==> src/logic/ccp_consts.vh <==
// Register map, field layout, reset values and timing figures of the charge/power-path controller
`ifndef CCP_CONSTS_VH
`define CCP_CONSTS_VH

// ----------------------------------------
// Register byte offsets
// ----------------------------------------
`define CCP_OFF_CTRL      8'h00
`define CCP_OFF_VLIM      8'h04
`define CCP_OFF_CUR       8'h08
`define CCP_OFF_CHG       8'h0C
`define CCP_OFF_STATUS    8'h10
`define CCP_OFF_OPT       8'h14

// ----------------------------------------
// Control register bits
// ----------------------------------------
`define CCP_CTRL_ABS_VLIM   0
`define CCP_CTRL_OPT_EN     1
`define CCP_CTRL_OPT_FORCE  2
`define CCP_CTRL_CLAMP_EN   3
`define CCP_CTRL_BOOST_CFG  4
`define CCP_CTRL_BOOST_RATE 5
`define CCP_CTRL_CHG_CFG    6
`define CCP_CTRL_BSW_DIS    7
`define CCP_CTRL_RECHG_OFS  8
`define CCP_CTRL_STPIN_DIS  9

// ----------------------------------------
// Reset values
// ----------------------------------------
`define CCP_CTRL_RST      10'h04A
`define CCP_VLIM_RST      8'h00
`define CCP_CUR_RST       16'h7008
`define CCP_CHG_RST       32'h2D42_1720
`define CCP_OPT_RST       6'h3F

// ----------------------------------------
// Codes
// ----------------------------------------
`define CCP_SOFT_EXTERNAL_CURRENT_CLAMP_PIN     6'h02
`define CCP_SRC_BOOST     3'h7
`define CCP_PH_OFF        2'h0
`define CCP_PH_PRE        2'h1
`define CCP_PH_FAST       2'h2
`define CCP_PH_DONE       2'h3
`define CCP_FAULT_NONE    2'h0
`define CCP_FAULT_TIMER   2'h3
`define CCP_CUR_SHORT     2'h0
`define CCP_CUR_PRE       2'h1
`define CCP_CUR_FAST      2'h2

// ----------------------------------------
// Timing
// ----------------------------------------
`define CCP_CLK_NS        10
`define CCP_BOOST_DLY_MS  30
`define CCP_BLINK_MS      500
`define CCP_HOUR_S        64'd3600

`endif

==> src/logic/ccp_power_path_ctrl.v <==
// Charge-cycle and power-path control with APB register file
`timescale 1ns/10ps
`include "ccp_consts.vh"

module ccp_power_path_ctrl #(
   parameter [31:0] BOOST_DLY_CYCLES = `CCP_BOOST_DLY_MS * 1000000 / `CCP_CLK_NS,
   parameter [31:0] BLINK_CYCLES     = `CCP_BLINK_MS * 1000000 / `CCP_CLK_NS,
   parameter [63:0] HOUR_CYCLES      = `CCP_HOUR_S * 64'd1000000000 / `CCP_CLK_NS
) (
   // APB slave
   input  wire        pclk,
   input  wire        presetn,
   input  wire        psel,
   input  wire        penable,
   input  wire        pwrite,
   input  wire [7:0]  paddr,
   input  wire [31:0] pwdata,
   output wire [31:0] prdata,
   output wire        pready,
   output wire        pslverr,
   // Input source side
   input  wire        external_current_clamp_pin_set_done,
   input  wire        vin_limit_done,
   input  wire [7:0]  auto_vin_limit_code,
   input  wire [2:0]  source_type_code,
   input  wire        src_high_power_det,
   input  wire        optimizer_done,
   input  wire [5:0]  optimizer_code,
   input  wire [5:0]  external_current_clamp_pin,
   input  wire        sys_below_2v2,
   input  wire        input_over_current,
   input  wire        input_under_voltage,
   input  wire        thermal_reg,
   // Battery and system side
   input  wire        bat_below_sysmin,
   input  wire        sys_at_min_reg,
   input  wire        sys_below_bat,
   input  wire        bat_below_depletion,
   input  wire        bat_below_2v,
   input  wire        bat_below_3v,
   input  wire        chg_current_below_term,
   input  wire        bat_above_recharge,
   input  wire        thermistor_fault,
   input  wire        charge_enable_n,
   // Boost qualification
   input  wire        bat_above_lowv,
   input  wire        vin_below_bat_sleep,
   input  wire        boost_request_pin,
   input  wire        thermistor_boost_ok,
   // Control outputs
   output reg         host_event,
   output reg         converter_enable,
   output reg         battery_switch,
   output reg  [5:0]  input_current_limit,
   output reg         optimizer_run,
   output reg         pulse_skip_light_load,
   output reg         boost_enable,
   output reg  [1:0]  charge_current_mode,
   output reg         charging_active,
   output reg         timer_half_rate,
   output wire        boost_switch_rate_select,
   output wire [2:0]  boost_current_limit,
   output wire [3:0]  boost_output_voltage,
   output wire        recharge_offset_select,
   output wire [31:0] charge_settings,
   // Status pin
   output reg         status_pin_out,
   output reg         status_pin_oe
);

   // ----------------------------------------
   // States
   // ----------------------------------------
   localparam [3:0] ST_IDLE  = 4'b0001;
   localparam [3:0] ST_CHG   = 4'b0010;
   localparam [3:0] ST_DONE  = 4'b0100;
   localparam [3:0] ST_FAULT = 4'b1000;

   // ----------------------------------------
   // Storage
   // ----------------------------------------
   reg [9:0]  ctrl_reg;
   reg [7:0]  vlim_reg;
   reg [15:0] cur_reg;
   reg [31:0] chg_reg;
   reg [5:0]  opt_result_reg;
   reg [31:0] prdata_reg;
   reg        pready_reg;
   reg        pslverr_reg;
   reg [3:0]  state_reg;
   reg [3:0]  state_next;
   reg        supplement_reg;
   reg        vflag_reg;
   reg        iflag_reg;
   reg        minsys_flag_reg;
   reg [1:0]  fault_reg;
   reg [1:0]  phase_reg;
   reg [2:0]  src_status_reg;
   reg        blink_reg;
   reg [31:0] blink_cnt_reg;
   reg [31:0] rd_data;
   reg        rd_hit;
   reg [5:0]  external_current_clamp_pin_next;
   reg [5:0]  base_lim;
   reg [63:0] safety_limit;

   wire       access  = psel && penable && !pready_reg;
   wire       wr_fire = psel && penable && pready_reg && pwrite && !pslverr_reg;
   wire       wr_ctrl = wr_fire && (paddr == `CCP_OFF_CTRL);
   wire       wr_vlim = wr_fire && (paddr == `CCP_OFF_VLIM);
   wire       wr_cur  = wr_fire && (paddr == `CCP_OFF_CUR);
   wire       wr_chg  = wr_fire && (paddr == `CCP_OFF_CHG);

   wire       abs_mode  = ctrl_reg[`CCP_CTRL_ABS_VLIM];
   wire       opt_en    = ctrl_reg[`CCP_CTRL_OPT_EN];
   wire       boost_cfg = ctrl_reg[`CCP_CTRL_BOOST_CFG];
   wire       bsw_dis   = ctrl_reg[`CCP_CTRL_BSW_DIS];
   wire       chg_en    = ctrl_reg[`CCP_CTRL_CHG_CFG] && !charge_enable_n;
   wire       overload  = input_over_current || input_under_voltage;
   wire       slow_tmr  = overload || thermal_reg;
   wire [6:0] fast_cur  = chg_reg[6:0];
   wire [1:0] tmr_sel   = chg_reg[29:28];

   wire       start_ok  = converter_enable && chg_en && (fast_cur != 7'h00) &&
                          !thermistor_fault && !bsw_dis;
   wire       term_ok   = chg_current_below_term && bat_above_recharge && !slow_tmr;
   wire       boost_ok  = bat_above_lowv && vin_below_bat_sleep && boost_request_pin &&
                          boost_cfg && thermistor_boost_ok;
   wire       boost_dly_exp;
   wire       safety_exp;
   wire       vin_evt   = (vin_limit_done && !abs_mode) || (wr_vlim && abs_mode);
   wire       done_evt  = state_reg[1] && (state_next == ST_DONE);
   wire       fault_evt = state_reg[1] && (state_next == ST_FAULT);

   assign prdata                   = prdata_reg;
   assign pready                   = pready_reg;
   assign pslverr                  = pslverr_reg;
   assign boost_switch_rate_select = ctrl_reg[`CCP_CTRL_BOOST_RATE];
   assign boost_current_limit      = cur_reg[10:8];
   assign boost_output_voltage     = cur_reg[15:12];
   assign recharge_offset_select   = ctrl_reg[`CCP_CTRL_RECHG_OFS];
   assign charge_settings          = chg_reg;

   // ----------------------------------------
   // Timers
   // ----------------------------------------
   always @*
   begin
      case (tmr_sel)
         2'h0:    safety_limit = 64'd5 * HOUR_CYCLES;
         2'h1:    safety_limit = 64'd8 * HOUR_CYCLES;
         2'h2:    safety_limit = 64'd12 * HOUR_CYCLES;
         default: safety_limit = 64'd20 * HOUR_CYCLES;
      endcase
   end

   ccp_timer #(.WIDTH(32)) u_boost_dly (
      .clk       (pclk),
      .rst_n     (presetn),
      .run       (boost_ok),
      .half_rate (1'b0),
      .limit     (BOOST_DLY_CYCLES),
      .expired   (boost_dly_exp)
   );

   ccp_timer #(.WIDTH(64)) u_safety (
      .clk       (pclk),
      .rst_n     (presetn),
      .run       (state_reg[1]),
      .half_rate (slow_tmr),
      .limit     (safety_limit),
      .expired   (safety_exp)
   );

   // ----------------------------------------
   // APB read decode
   // ----------------------------------------
   always @*
   begin
      rd_data = 32'h0000_0000;
      rd_hit  = 1'b1;
      case (paddr)
         `CCP_OFF_CTRL:   rd_data = {22'h00_0000, ctrl_reg};
         `CCP_OFF_VLIM:   rd_data = {24'h00_0000, vlim_reg};
         `CCP_OFF_CUR:    rd_data = {16'h0000, cur_reg};
         `CCP_OFF_CHG:    rd_data = chg_reg;
         `CCP_OFF_STATUS: rd_data = {19'h0_0000, boost_enable, pulse_skip_light_load, supplement_reg,
                                     fault_reg, iflag_reg, vflag_reg, minsys_flag_reg, phase_reg,
                                     src_status_reg};
         `CCP_OFF_OPT:    rd_data = {26'h000_0000, opt_result_reg};
         default:         rd_hit  = 1'b0;
      endcase
   end

   always @(posedge pclk or negedge presetn)
   begin
      if (!presetn)
      begin
         pready_reg  <= 1'b0;
         pslverr_reg <= 1'b0;
         prdata_reg  <= 32'h0000_0000;
      end
      else if (access)
      begin
         pready_reg  <= 1'b1;
         pslverr_reg <= !rd_hit;
         prdata_reg  <= (pwrite || !rd_hit) ? 32'h0000_0000 : rd_data;
      end
      else
      begin
         pready_reg  <= 1'b0;
         pslverr_reg <= 1'b0;
      end
   end

   // ----------------------------------------
   // Software registers
   // ----------------------------------------
   always @(posedge pclk or negedge presetn)
   begin
      if (!presetn)
      begin
         ctrl_reg <= `CCP_CTRL_RST;
         vlim_reg <= `CCP_VLIM_RST;
         cur_reg  <= `CCP_CUR_RST;
         chg_reg  <= `CCP_CHG_RST;
      end
      else
      begin
         if (wr_ctrl)
         begin
            ctrl_reg <= pwdata[9:0];
            if (boost_cfg)
               ctrl_reg[`CCP_CTRL_BOOST_RATE] <= ctrl_reg[`CCP_CTRL_BOOST_RATE];
            if (!pwdata[`CCP_CTRL_OPT_FORCE])
               ctrl_reg[`CCP_CTRL_OPT_FORCE] <= ctrl_reg[`CCP_CTRL_OPT_FORCE] && !optimizer_done;
         end
         else if (optimizer_done)
            ctrl_reg[`CCP_CTRL_OPT_FORCE] <= 1'b0;
         if (wr_vlim && abs_mode)
            vlim_reg <= pwdata[7:0];
         else if (vin_limit_done && !abs_mode)
            vlim_reg <= auto_vin_limit_code;
         if (wr_cur)
            cur_reg <= pwdata[15:0];
         if (wr_chg)
            chg_reg <= pwdata;
      end
   end

   // ----------------------------------------
   // Input current optimizer and limit
   // ----------------------------------------
   always @*
   begin
      base_lim = opt_en ? opt_result_reg : cur_reg[5:0];
      if (ctrl_reg[`CCP_CTRL_CLAMP_EN] && (external_current_clamp_pin < base_lim))
         base_lim = external_current_clamp_pin;
      if (sys_below_2v2)
         external_current_clamp_pin_next = (cur_reg[5:0] < `CCP_SOFT_EXTERNAL_CURRENT_CLAMP_PIN) ? cur_reg[5:0] : `CCP_SOFT_EXTERNAL_CURRENT_CLAMP_PIN;
      else
         external_current_clamp_pin_next = base_lim;
   end

   always @(posedge pclk or negedge presetn)
   begin
      if (!presetn)
      begin
         optimizer_run       <= 1'b0;
         opt_result_reg      <= `CCP_OPT_RST;
         input_current_limit <= `CCP_SOFT_EXTERNAL_CURRENT_CLAMP_PIN;
         converter_enable    <= 1'b0;
      end
      else
      begin
         if ((opt_en && src_high_power_det) || (wr_ctrl && pwdata[`CCP_CTRL_OPT_FORCE]))
            optimizer_run <= 1'b1;
         else if (optimizer_done)
            optimizer_run <= 1'b0;
         if (optimizer_done)
            opt_result_reg <= optimizer_code;
         input_current_limit <= external_current_clamp_pin_next;
         if (external_current_clamp_pin_set_done)
            converter_enable <= 1'b1;
      end
   end

   // ----------------------------------------
   // Power path status
   // ----------------------------------------
   always @(posedge pclk or negedge presetn)
   begin
      if (!presetn)
      begin
         supplement_reg        <= 1'b0;
         vflag_reg             <= 1'b0;
         iflag_reg             <= 1'b0;
         minsys_flag_reg       <= 1'b0;
         battery_switch        <= 1'b0;
         pulse_skip_light_load <= 1'b0;
         boost_enable          <= 1'b0;
         src_status_reg        <= 3'h0;
         timer_half_rate       <= 1'b0;
      end
      else
      begin
         if (sys_below_bat)
            supplement_reg <= 1'b1;
         else if (bat_below_depletion)
            supplement_reg <= 1'b0;
         vflag_reg       <= input_under_voltage;
         iflag_reg       <= input_over_current;
         minsys_flag_reg <= sys_at_min_reg;
         battery_switch  <= supplement_reg ||
                            (converter_enable && chg_en && !bsw_dis && !state_reg[2]);
         pulse_skip_light_load <= bat_below_sysmin || !chg_en;
         boost_enable    <= boost_ok && boost_dly_exp;
         src_status_reg  <= (boost_ok && boost_dly_exp) ? `CCP_SRC_BOOST : source_type_code;
         timer_half_rate <= slow_tmr && state_reg[1];
      end
   end

   // ----------------------------------------
   // Charge cycle
   // ----------------------------------------
   always @*
   begin
      state_next = state_reg;
      case (state_reg)
         ST_IDLE:
            if (start_ok)
               state_next = ST_CHG;
         ST_CHG:
            if (!chg_en)
               state_next = ST_IDLE;
            else if (safety_exp)
               state_next = ST_FAULT;
            else if (term_ok)
               state_next = ST_DONE;
         ST_DONE:
            if (!chg_en)
               state_next = ST_IDLE;
            else if (!bat_above_recharge && start_ok)
               state_next = ST_CHG;
         ST_FAULT:
            if (!chg_en)
               state_next = ST_IDLE;
         default:
            state_next = ST_IDLE;
      endcase
   end

   always @(posedge pclk or negedge presetn)
   begin
      if (!presetn)
      begin
         state_reg           <= ST_IDLE;
         phase_reg           <= `CCP_PH_OFF;
         fault_reg           <= `CCP_FAULT_NONE;
         charge_current_mode <= `CCP_CUR_SHORT;
         charging_active     <= 1'b0;
         host_event          <= 1'b0;
      end
      else
      begin
         state_reg <= state_next;
         case (state_next)
            ST_CHG:  phase_reg <= bat_below_3v ? `CCP_PH_PRE : `CCP_PH_FAST;
            ST_DONE: phase_reg <= `CCP_PH_DONE;
            default: phase_reg <= `CCP_PH_OFF;
         endcase
         if (bat_below_2v)
            charge_current_mode <= `CCP_CUR_SHORT;
         else if (bat_below_3v)
            charge_current_mode <= `CCP_CUR_PRE;
         else
            charge_current_mode <= `CCP_CUR_FAST;
         charging_active <= (state_next == ST_CHG) && !thermistor_fault;
         if (fault_evt)
            fault_reg <= `CCP_FAULT_TIMER;
         else if (!chg_en)
            fault_reg <= `CCP_FAULT_NONE;
         host_event <= vin_evt || done_evt || fault_evt;
      end
   end

   // ----------------------------------------
   // Status pin
   // ----------------------------------------
   always @(posedge pclk or negedge presetn)
   begin
      if (!presetn)
      begin
         blink_cnt_reg <= 32'h0000_0000;
         blink_reg     <= 1'b0;
      end
      else if (!state_reg[3])
      begin
         blink_cnt_reg <= 32'h0000_0000;
         blink_reg     <= 1'b0;
      end
      else if (blink_cnt_reg >= BLINK_CYCLES - 32'h0000_0001)
      begin
         blink_cnt_reg <= 32'h0000_0000;
         blink_reg     <= ~blink_reg;
      end
      else
         blink_cnt_reg <= blink_cnt_reg + 32'h0000_0001;
   end

   always @(posedge pclk or negedge presetn)
   begin
      if (!presetn)
      begin
         status_pin_out <= 1'b1;
         status_pin_oe  <= 1'b0;
      end
      else
      begin
         status_pin_oe <= !ctrl_reg[`CCP_CTRL_STPIN_DIS];
         if (state_reg[3])
            status_pin_out <= blink_reg;
         else
            status_pin_out <= !state_reg[1];
      end
   end

endmodule // ccp_power_path_ctrl

==> src/logic/ccp_timer.v <==
// Run-gated cycle counter with optional half-rate counting
`timescale 1ns/10ps
module ccp_timer #(
   parameter WIDTH = 32
) (
   // Clock and reset
   input  wire             clk,
   input  wire             rst_n,
   // Control
   input  wire             run,
   input  wire             half_rate,
   input  wire [WIDTH-1:0] limit,
   // Result
   output wire             expired
);

   reg [WIDTH-1:0] count_reg;
   reg             phase_reg;
   reg             expired_reg;

   assign expired = expired_reg;

   always @(posedge clk or negedge rst_n)
   begin
      if (!rst_n)
      begin
         count_reg   <= {WIDTH{1'b0}};
         phase_reg   <= 1'b0;
         expired_reg <= 1'b0;
      end
      else if (!run)
      begin
         count_reg   <= {WIDTH{1'b0}};
         phase_reg   <= 1'b0;
         expired_reg <= 1'b0;
      end
      else
      begin
         phase_reg <= ~phase_reg;
         if (count_reg >= limit)
            expired_reg <= 1'b1;
         else if (!half_rate || phase_reg)
            count_reg <= count_reg + 1'b1;
      end
   end

endmodule // ccp_timer

==> config.mk <==
export PLATFORM = sky130hd
export DESIGN_NAME = ccp_power_path_ctrl
export DESIGN_NICKNAME = d
export VERILOG_FILES = /design/src/logic/ccp_power_path_ctrl.v /design/src/logic/ccp_timer.v
export VERILOG_INCLUDE_DIRS = /design/src /design/src/logic
export SDC_FILE = /design/constraint.sdc
export NUM_CORES = 1
export LEC_CHECK = 0
export BUFFER_PORTS_ARGS = -buffer_cell sky130_fd_sc_hd__buf_2
export CAP_MARGIN = 20
export CORE_ASPECT_RATIO = 0.6
export CORE_UTILIZATION = 50
export DETAILED_ROUTE_END_ITERATION = 6
export PLACE_DENSITY = 0.71
export SYNTH_ARGS = -nofsm -noshare
export SYNTH_HDL_FRONTEND = slang
export SYNTH_SLANG_ARGS = --single-unit
==> constraint.sdc <==
create_clock -name pclk -period 4.3 [get_ports pclk]
set_input_delay 0 -clock pclk [delete_from_list [all_inputs] [get_ports pclk]]
set_output_delay 0 -clock pclk [all_outputs]
set_load 0.005 [all_outputs]
==> results of run 1 <==
==> critical path, stage by stage, from the launching register on <==
cell and delay (ns):
dfstp_2 0.63, inv_1 0.11, ha_1 0.27, o21ai_0 0.57, ha_1 0.36, nand4_1 0.12, nor2_1 0.08, o311a_1 0.15
o41ai_4 0.53, a21oi_4 0.12, buf_12 0.22, or4_1 0.52, a21oi_1 0.17
==> timing repair <==
action                    4_1_cts  5_1_grt
hold endpoints to repair      203        0
hold buffers                   98        0
setup buffers                   0        0
==> per-layer routing <==
metal,vias up,global-route usage [%]
met5,-,0
met4,0,6.054
met3,57,5.645
met2,412,37.53
met1,5194,39.38
li1,4963,-
==> layout make-up <==
cell class                 count  area [µm²]  area share, %
antenna                        3       7.507        0.04680
clock buffer                  38       767.0          4.781
clock inverter                10       103.9         0.6474
inverter                      38       142.6         0.8892
multi-input combinational    859        5781          36.03
sequential                   270        6790          42.33
tap                          352       440.4          2.745
timing repair buffer         291        2009          12.53
==> report_power, final <==
group,internal [mW],leakage (nW),switching [mW]
Combinational,0.125,3.30,0.143
Clock,1.36,0.436,0.986
Sequential,2.57,3.61,0.0181
==> through the flow <==
step | util, % | area (µm²) | instances
floorplan | - | 13020 | 1234
global placement | 55.85 | 14180 | 1712
detailed placement | 55.85 | 14180 | 1712
CTS | 63.14 | 16030 | 1858
global route | 63.14 | 16030 | 1858
finish | 63.17 | 16040 | 1861
==> cell usage in the layout (no fill, tap or decap), types with 16 or more instances in the layout <==
cell type	n
or4_1	25
buf_2	181
a22o_1	21
o21ai_0	51
or3_1	24
nand2_1	112
o31ai_1	21
mux2_2	64
clkbuf_16	27
nand4_1	23
and2_1	37
a21oi_1	58
nor4_1	19
ha_1	41
mux2i_1	33
inv_1	38
nor2_1	85
dlygate4sd3_1	98
nand3_1	43
dfrtp_1	243
nor3_1	16
xnor2_1	23
dfstp_2	27
==> worst paths after layout <==
kind,to,slack (ns),depth (start not counted)
worst max-delay path,u_safety.count_reg[5],0.33,12
min in group asynchronous,u_safety.count_reg[28],0.13,2
max in group asynchronous,boost_enable,2.94,3
worst max register to register,u_safety.count_reg[5],0.33,12
worst min register to register,u_safety.phase_reg,0.42,1
worst min-delay path,prdata[1],0.03,4
==> cells by family (layout without fill, tap and decap cells) <==
group                    after synthesis  in the layout
AND/OR/NAND/NOR                      444            444
flip-flops                           270            270
AO/OA/AOI/OAI                        234            234
buffers and inverters                105            377
multiplexers                          97             97
adder cells (fa/ha/maj)               41             41
XOR/XNOR                              37             37
other                                  1              9
==> metrics.txt, run 1 <==
vias in the first global route 10130; Synth Warn # 0; Synth area leaders dfrtp_1 47%, mux2_2 5.5%, dfstp_2 5.5%, ha_1 3.9%, nand2_1 3.2%; max reg flops 64; worst hold slack 0.02682 ns; share of cells above drive strength 1 22.78%; worst-margin pin slew 1.026 ns; Die Ht 126.9 µm; Gates resized, CTS repair 0; Synth Flop Type dfrtp_1; Port Buffer Count 182; IO Pins 183; VDD IR max 0.3160 mV; mux contribution to synthesized area 8.085%; unique cell type count in the Yosys netlist 71; Crit. End Element flip-flop; max-slew violation count 0; status finished, final reports clean; Worst Hold Class input port to flip-flop; row cnt 45; CP arrival 4.43 ns; Worst-Skew Late Latency 0.55 ns; CP Class flip-flop to flip-flop; PnR worst setup slack 0.3321 ns; Clk pin slew, worst setup/hold paths 0.07 ns; Routed WL per cell 18.51 µm; HPWL Detailed 22990 µm; largest family of logic cells by synthesized area simple AND/OR/NAND/NOR gates; first-pass GRT wire length 55200 µm; DR top layer met4; Die X 210.2 µm; DR WL met2 14710 µm; routed wl met3 2558 µm; Post-synth EDFFs 0; CTS Sinks 270; pin count of the biggest net entering global routing 121; CTS Buf Count 26; Max-Cap Viols 0; Overall Global Routing Usage 25.90%; Vias 10630; grt ovf 0; critical path data required time 4.76 ns; Syn Inst Count 1229; Worst R2R Start charge_settings[29]; synthesized-area fraction occupied by adder cells 3.946%; number of synthesized register bits 270; Max Freq 252.0 MHz; Fillers 2000; complex-gate fraction of the synthesized area 11.90%; Synth top area share 46.78%; Post-Synth XOR/XNOR Area 2.493%; Placer Congestion 0.9221; DRC Markers 0; cell taking the most area after synthesis dfrtp_1; nets 1617; RSZ-0062 raised after global routing no; min-delay src pwrite; M1 WL 16460 µm; die area 26670 µm²; DRT Pass-1 Iters 5; H-tree levels 1; CTS tree built; min cycle time layout 3.968 ns; relative slew slack 31.52%; Mapped Area 13000 µm²; Hold Vio Cnt, Final 0; cell leakage power 7.345 nW; CTS root buf clkbuf_16; Routed Antenna Nets 0; fin crit share 92.28%; Commonest cells post-synth 243 x dfrtp_1, 112 x nand2_1, 85 x nor2_1; Initial DRC Count 1074; Synth Area per Inst 10.58 µm²; Post-Synth Simple-Gate Area 17.84%; antenna violations before repair 0; Layout area overhead 23.41%; Fin Clk Skew 0.01534 ns; Setup crit start kind flip-flop; pwr dens 324.2 nW/µm²; Critical Path Fanout Max 76; setup tns final 0 ns; async set-reset flop share out of synthesis 100.0%; Power, Total 5.201 mW; Total Routed Length 34440 µm; Initial Util 51.19%; setup violators final 0; Setup crit start charge_settings[29]; pre-CTS setup slack 0.4063 ns; clk buf depth 3; count leader, synth dfrtp_1; sequential area share after synthesis 52.24%; Avg Vias per Cell 5.710; Core Area 25390 µm²
No activity file was read; power rests on OpenSTA's default activity.
==> run 2: changes to the inputs <==
--- a/config.mk
+++ b/config.mk
@@ -9,9 +9,11 @@
 export BUFFER_PORTS_ARGS = -buffer_cell sky130_fd_sc_hd__buf_2
 export CAP_MARGIN = 20
 export CORE_ASPECT_RATIO = 0.6
+export CORE_MARGIN = 2
 export CORE_UTILIZATION = 50
 export DETAILED_ROUTE_END_ITERATION = 6
 export PLACE_DENSITY = 0.71
+export RECOVER_POWER = 25
 export SYNTH_ARGS = -nofsm -noshare
 export SYNTH_HDL_FRONTEND = slang
 export SYNTH_SLANG_ARGS = --single-unit
==> metrics.txt, run 2 (synthesized netlist as in run 1, its figures left out) <==
status complete, but fails checks; failing checks capacitance limit, slew limit; critical path data required time 4.74 ns (-0.02 ns); GRT met2 Usage 37.16% (-0.37 points); Setup crit start kind flip-flop; nets 1619 (+0.12%); Avg Vias per Cell 5.695 (-0.25%); pwr dens 323.3 nW/µm² (-0.30%); Routed WL per cell 18.61 µm (+0.56%); setup tns final 0 ns (unchanged); vias in the first global route 10150 (+0.14%); post-CTS setup buffers 0 (unchanged); relative slew slack -69.30% (-100 points); IO Pins 183 (unchanged); first-pass GRT wire length 55250 µm (about the same); row cnt 45 (unchanged); HPWL Detailed 23080 µm (+0.37%); crit-path cells inv_1, ha_1, o21ai_0, ha_1, a21o_1, a21oi_1, o2111ai_1, nor3_2, a21oi_4, buf_4, or4_1, a21oi_1; RSZ-0062 raised after global routing no; Routed Antenna Nets 0 (unchanged); cell leakage power 7.222 nW (-1.7%); Initial Util 51.19% (unchanged); Global Route met3 Usage 6.785% (+1.1 points); Die X 212.2 µm (+0.95%); Max-Cap Viols 2 (+2); setup violators final 0 (unchanged); CTS root buf clkbuf_16; Worst-Skew Late Latency 0.54 ns (about the same); grt ovf 0 (unchanged); CTS Buf Count 25 (-3.8%); Core Area 25390 µm² (unchanged); Total Routed Length 34650 µm (+0.61%); DRT Pass-1 Iters 5 (unchanged); min cycle time layout 3.886 ns (-0.08165 ns); Max Freq 257.3 MHz (+2.1%); grt peak-use layer met2; max-slew violation count 145 (+145); most common cell after layout, fill and taps aside dfrtp_1; slowest stage delay, CP 0.63 ns (about the same); H-tree levels 1 (unchanged); Clk pin slew, worst setup/hold paths 0.07 ns (about the same); antenna violations before repair 0 (unchanged); worst-margin pin slew 2.540 ns (+1.513 ns); Die Ht 128.9 µm (+1.6%); Fillers 2012 (+0.60%); fin util 62.96% (-0.21 points); DRC Markers 0 (unchanged); critical path's slowest cell dfstp_2; Overall Global Routing Usage 25.44% (-0.46 points); Worst Hold Class input port to flip-flop; CP delay by family, top compound AO/OA/AOI/OAI gates; Placer Congestion 0.8987 (-2.5%); Vias 10610 (-0.20%); fin crit share 90.38% (-1.9 points); CTS Sinks 270 (unchanged); Port Buffer Count 182 (unchanged); hold_buf cts 99 (+1.0%); Layout area overhead 23.00%; Critical Path Fanout Max 35 (-54%); VDD IR max 0.2366 mV (-25%); Hold Vio Cnt, Final 0 (unchanged); CP Class flip-flop to flip-flop; clk buf depth 3 (unchanged); CP arrival 4.33 ns (-0.10 ns); Gates resized, CTS repair 0 (unchanged); CTS tree built; Crit. End Element flip-flop; Initial DRC Count 904 (-16%); Crit path buffers/inverters 2 (unchanged); highest-count cells in the layout ignoring fill and taps 243 x dfrtp_1, 155 x buf_2, 112 x nand2_1; share of cells above drive strength 1 21.10% (-1.7 points); pin count of the biggest net entering global routing 129 (+6.6%); Fin Clk Skew 0.02363 ns (+0.008294 ns); max reg flops 64 (unchanged); die area 27350 µm² (+2.5%); M1 GR Usage 37.07% (-2.3 points)
-- run 2: cell types whose count changed in the layout (fill, tap and decap cells not counted), sizes merged --
cell and delta:
dlygate4sd3 +1, buf -26, clkbuf +24, clkinvlp +1, bufinv +1
-- run 2: through the flow --
stage                     total power [mW]  std cells  cell area, µm²  hold slack [ns]  setup WS [ns]
after global placement               2.826       1714           14180          0.07095         0.6571
after floorplan                      2.690       1234           13020          -0.2956         0.9951
after CTS                            5.199       1859           16030          0.02683         0.4379
final                                5.168       1862           15990          0.03448         0.4137
after detailed placement             2.830       1714           14180          0.06983         0.4416
after global routing                 5.353       1859           15980          0.06838         0.1567
-- run 2: worst paths after layout --
check	start	end	slack [ns]	depth (start not counted)
max	charge_settings[29]	u_safety.count_reg[31]	0.41	12
min	pwrite	prdata[0]	0.03	4
max reg2reg	charge_settings[29]	u_safety.count_reg[31]	0.41	12
min reg2reg	u_safety.phase_reg	u_safety.phase_reg	0.42	1
max in group asynchronous	presetn	u_safety.count_reg[54]	1.90	3
min in group asynchronous	presetn	supplement_reg	0.75	2
-- run 2: cell type report --
type	instances	area, µm²	area share (%)
diodes	3	7.507	0.04696
repair buffers	294	1976	12.36
multi-input cells	859	5781	36.16
inverters	38	142.6	0.8922
clock inverters	12	141.4	0.8843
clock buffers	34	709.4	4.437
well taps	352	440.4	2.755
flip-flops and latches	270	6790	42.47
-- run 2: report_power, final --
part           switching [mW]  total (mW)  internal, mW
clock network           0.973        2.31          1.34
logic                   0.145       0.268         0.123
registers              0.0175        2.59          2.57
-- run 2: per-layer routing --
layer	share of wire, %	up-vias
met2	42	379
met4	3.0	0
met3	7.9	80
met1	47	5196
li1	-	4950
met5	0	-
-- run 2: worst reg2reg max path, delay by kind of cell, from the launching register on --
kind | cells | cell delay (ns)
buf+inv | 2 | 0.36
flops | 1 | 0.63
simple gates | 2 | 0.94
fa+ha+maj | 2 | 0.64
compound gates | 6 | 1.23
==> run 3: changes to the inputs <==
--- a/config.mk
+++ b/config.mk
@@ -13,7 +13,7 @@
 export CORE_UTILIZATION = 50
 export DETAILED_ROUTE_END_ITERATION = 6
 export PLACE_DENSITY = 0.71
-export RECOVER_POWER = 25
+export RECOVER_POWER = 100
 export SYNTH_ARGS = -nofsm -noshare
 export SYNTH_HDL_FRONTEND = slang
 export SYNTH_SLANG_ARGS = --single-unit
==> metrics.txt, run 3 (synthesized netlist as in run 1, its figures left out) <==
critical path's slowest cell dfstp_2; Overall Global Routing Usage 25.44% (unchanged); share of cells above drive strength 1 16.52% (-4.6 points); most common cell after layout, fill and taps aside dfrtp_1; crit-path cells inv_1, ha_1, o21ai_0, ha_1, a21o_1, a21oi_1, o2111ai_1, nor3_2, a21oi_4, buf_4, or4_1, a21oi_1; post-CTS setup buffers 0 (unchanged); Combinational Power Share 5.2% (about the same); max-slew violation count 215 (+48%); Setup crit start kind flip-flop; vias in the first global route 10150 (unchanged); M1 WL 16120 µm (-0.37%); slowest stage delay, CP 0.63 ns (about the same); highest-count cells in the layout ignoring fill and taps 243 x dfrtp_1, 113 x buf_2, 112 x nand2_1; status complete, but fails checks; cell leakage power 7.022 nW (-2.8%); Port Buffer Count 182 (unchanged); fin crit share 90.15% (-0.22 points); Routed WL per cell 18.61 µm (about the same); setup violators final 0 (unchanged); H-tree levels 1 (unchanged); Critical Path Fanout Max 41 (+17%); RSZ-0062 raised after global routing no; Post-DP Area 14180 µm² (unchanged); relative slew slack -68.29% (+1.0 points); clk buf depth 3 (unchanged); CP Class flip-flop to flip-flop; routed wl met3 2807 µm (+2.0%); min cycle time layout 3.877 ns (-0.009636 ns); min-delay src pwrite; critical path depth 12 (unchanged); Avg Vias per Cell 5.679 (-0.30%); DRT Pass-1 Iters 7 (+2); Routed Antenna Nets 0 (unchanged); worst-margin pin slew 2.524 ns (-0.01521 ns); DRC Markers 6 (+6); Worst-Skew Late Latency 0.54 ns (about the same); Hold Vio Cnt, Final 0 (unchanged); pin count of the biggest net entering global routing 129 (unchanged); Layout area overhead 22.40%; IO Pins 183 (unchanged); max reg flops 64 (unchanged); Crit path buffers/inverters 2 (unchanged); Crit. End Element flip-flop; CP arrival 4.33 ns (about the same); Worst R2R Start charge_settings[29]; Worst Reg-to-Reg Cells 12 (unchanged); Gates resized, CTS repair 0 (unchanged); Fillers 2043 (+1.5%); Sequential Area 6790 µm² (unchanged); Max-Cap Viols 4 (+2); Clk pin slew, worst setup/hold paths 0.07 ns (about the same); Int Pwr 4.029 mW (-0.10%); die area 27350 µm² (unchanged); Initial DRC Count 954 (+5.5%); setup tns final 0 ns (unchanged); sequential power share 50.1% (about the same); area used by multi-input combinational logic 5772 µm² (-0.15%); hold path depth 4 (unchanged); Total Routed Length 34630 µm (about the same); VDD IR max 0.2370 mV (+0.18%); pwr dens 324.5 nW/µm² (+0.38%); antenna violations before repair 0 (unchanged); nets 1619 (unchanged); net load switching power 1.134 mW (-0.13%); hold_buf cts 99 (unchanged); Fin Clk Skew 0.02069 ns (-0.002941 ns); Die Ht 128.9 µm (unchanged); Core Area 25390 µm² (unchanged); Clk pwr share 44.7% (about the same); CTS Buf Count 25 (unchanged); first-pass GRT wire length 55250 µm (unchanged); fin area 15910 µm² (-0.48%); HPWL Detailed 23080 µm (unchanged); CTS Sinks 270 (unchanged); failing checks DRC, capacitance limit, slew limit; Sw Ratio 21.97% (about the same); Setup crit start charge_settings[29]; CP delay by family, top compound AO/OA/AOI/OAI gates; critical path data required time 4.75 ns (about the same); Vias 10570 (-0.35%); CTS tree built; Initial Util 51.19% (unchanged); DR WL met2 14680 µm (about the same); row cnt 45 (unchanged); Max Freq 258.0 MHz (+0.25%); grt ovf 0 (unchanged); Die X 212.2 µm (unchanged); Worst Hold Class input port to flip-flop; Placer Congestion 0.8987 (unchanged); DR top layer met4; CTS root buf clkbuf_16
-- run 3: cell type report --
| type | count | area share (%) |
|---|---|---|
| multi-input combinational | 859 | 36.28 |
| tap | 352 | 2.768 |
| sequential | 270 | 42.68 |
| clock buffer | 34 | 4.459 |
| inverter | 38 | 0.8965 |
| antenna | 2 | 0.03146 |
| clock inverter | 12 | 0.8886 |
| timing repair buffer | 294 | 12.00 |
-- run 3: worst paths after layout --
path                       slack [ns]                     end
max                              0.42   u_safety.count_reg[8]
min                              0.04               prdata[0]
max reg2reg                      0.42   u_safety.count_reg[8]
min reg2reg                      0.42      u_safety.phase_reg
max in group asynchronous        1.43  u_safety.count_reg[54]
min in group asynchronous        0.74          supplement_reg
-- run 3: per-layer routing --
| metal | up-vias | track usage [%] |
|---|---|---|
| met5 | - | 0 |
| met4 | 0 | 7.871 |
| met3 | 84 | 6.785 |
| met2 | 369 | 37.16 |
| met1 | 5172 | 37.07 |
| li1 | 4943 | - |
-- run 3: power groups by stage --
| stage | sequential, mW | combinational (mW) | clock, mW |
|---|---|---|---|
| 6_report | 2.59 | 0.268 | 2.31 |
| 3_3_place_gp | 2.63 | 0.194 | 0 |
| 5_1_grt | 2.58 | 0.293 | 2.47 |
| 2_1_floorplan | 2.63 | 0.0627 | 0 |
| 3_5_place_dp | 2.63 | 0.197 | 0 |
| 4_1_cts | 2.59 | 0.265 | 2.35 |
-- run 3: through the flow --
| step | setup WS [ns] | util [%] | hold WS, ns | power (mW) | std cells |
|---|---|---|---|---|---|
| 2_1_floorplan | 0.9951 | - | -0.2956 | 2.690 | 1234 |
| 3_3_place_gp | 0.6571 | 55.86 | 0.07095 | 2.826 | 1714 |
| 3_5_place_dp | 0.4416 | 55.86 | 0.06983 | 2.830 | 1714 |
| 4_1_cts | 0.4379 | 63.11 | 0.02683 | 5.199 | 1859 |
| 5_1_grt | 0.1567 | 62.64 | 0.06840 | 5.348 | 1859 |
| 6_report | 0.4233 | 62.66 | 0.03637 | 5.163 | 1861 |
-- run 3: tightest hold or removal path, cell delays in order --
cell and delay (ns):
buf_2 0.10, nor2_1 0.04, nand2_1 0.25, o21ai_0 0.13
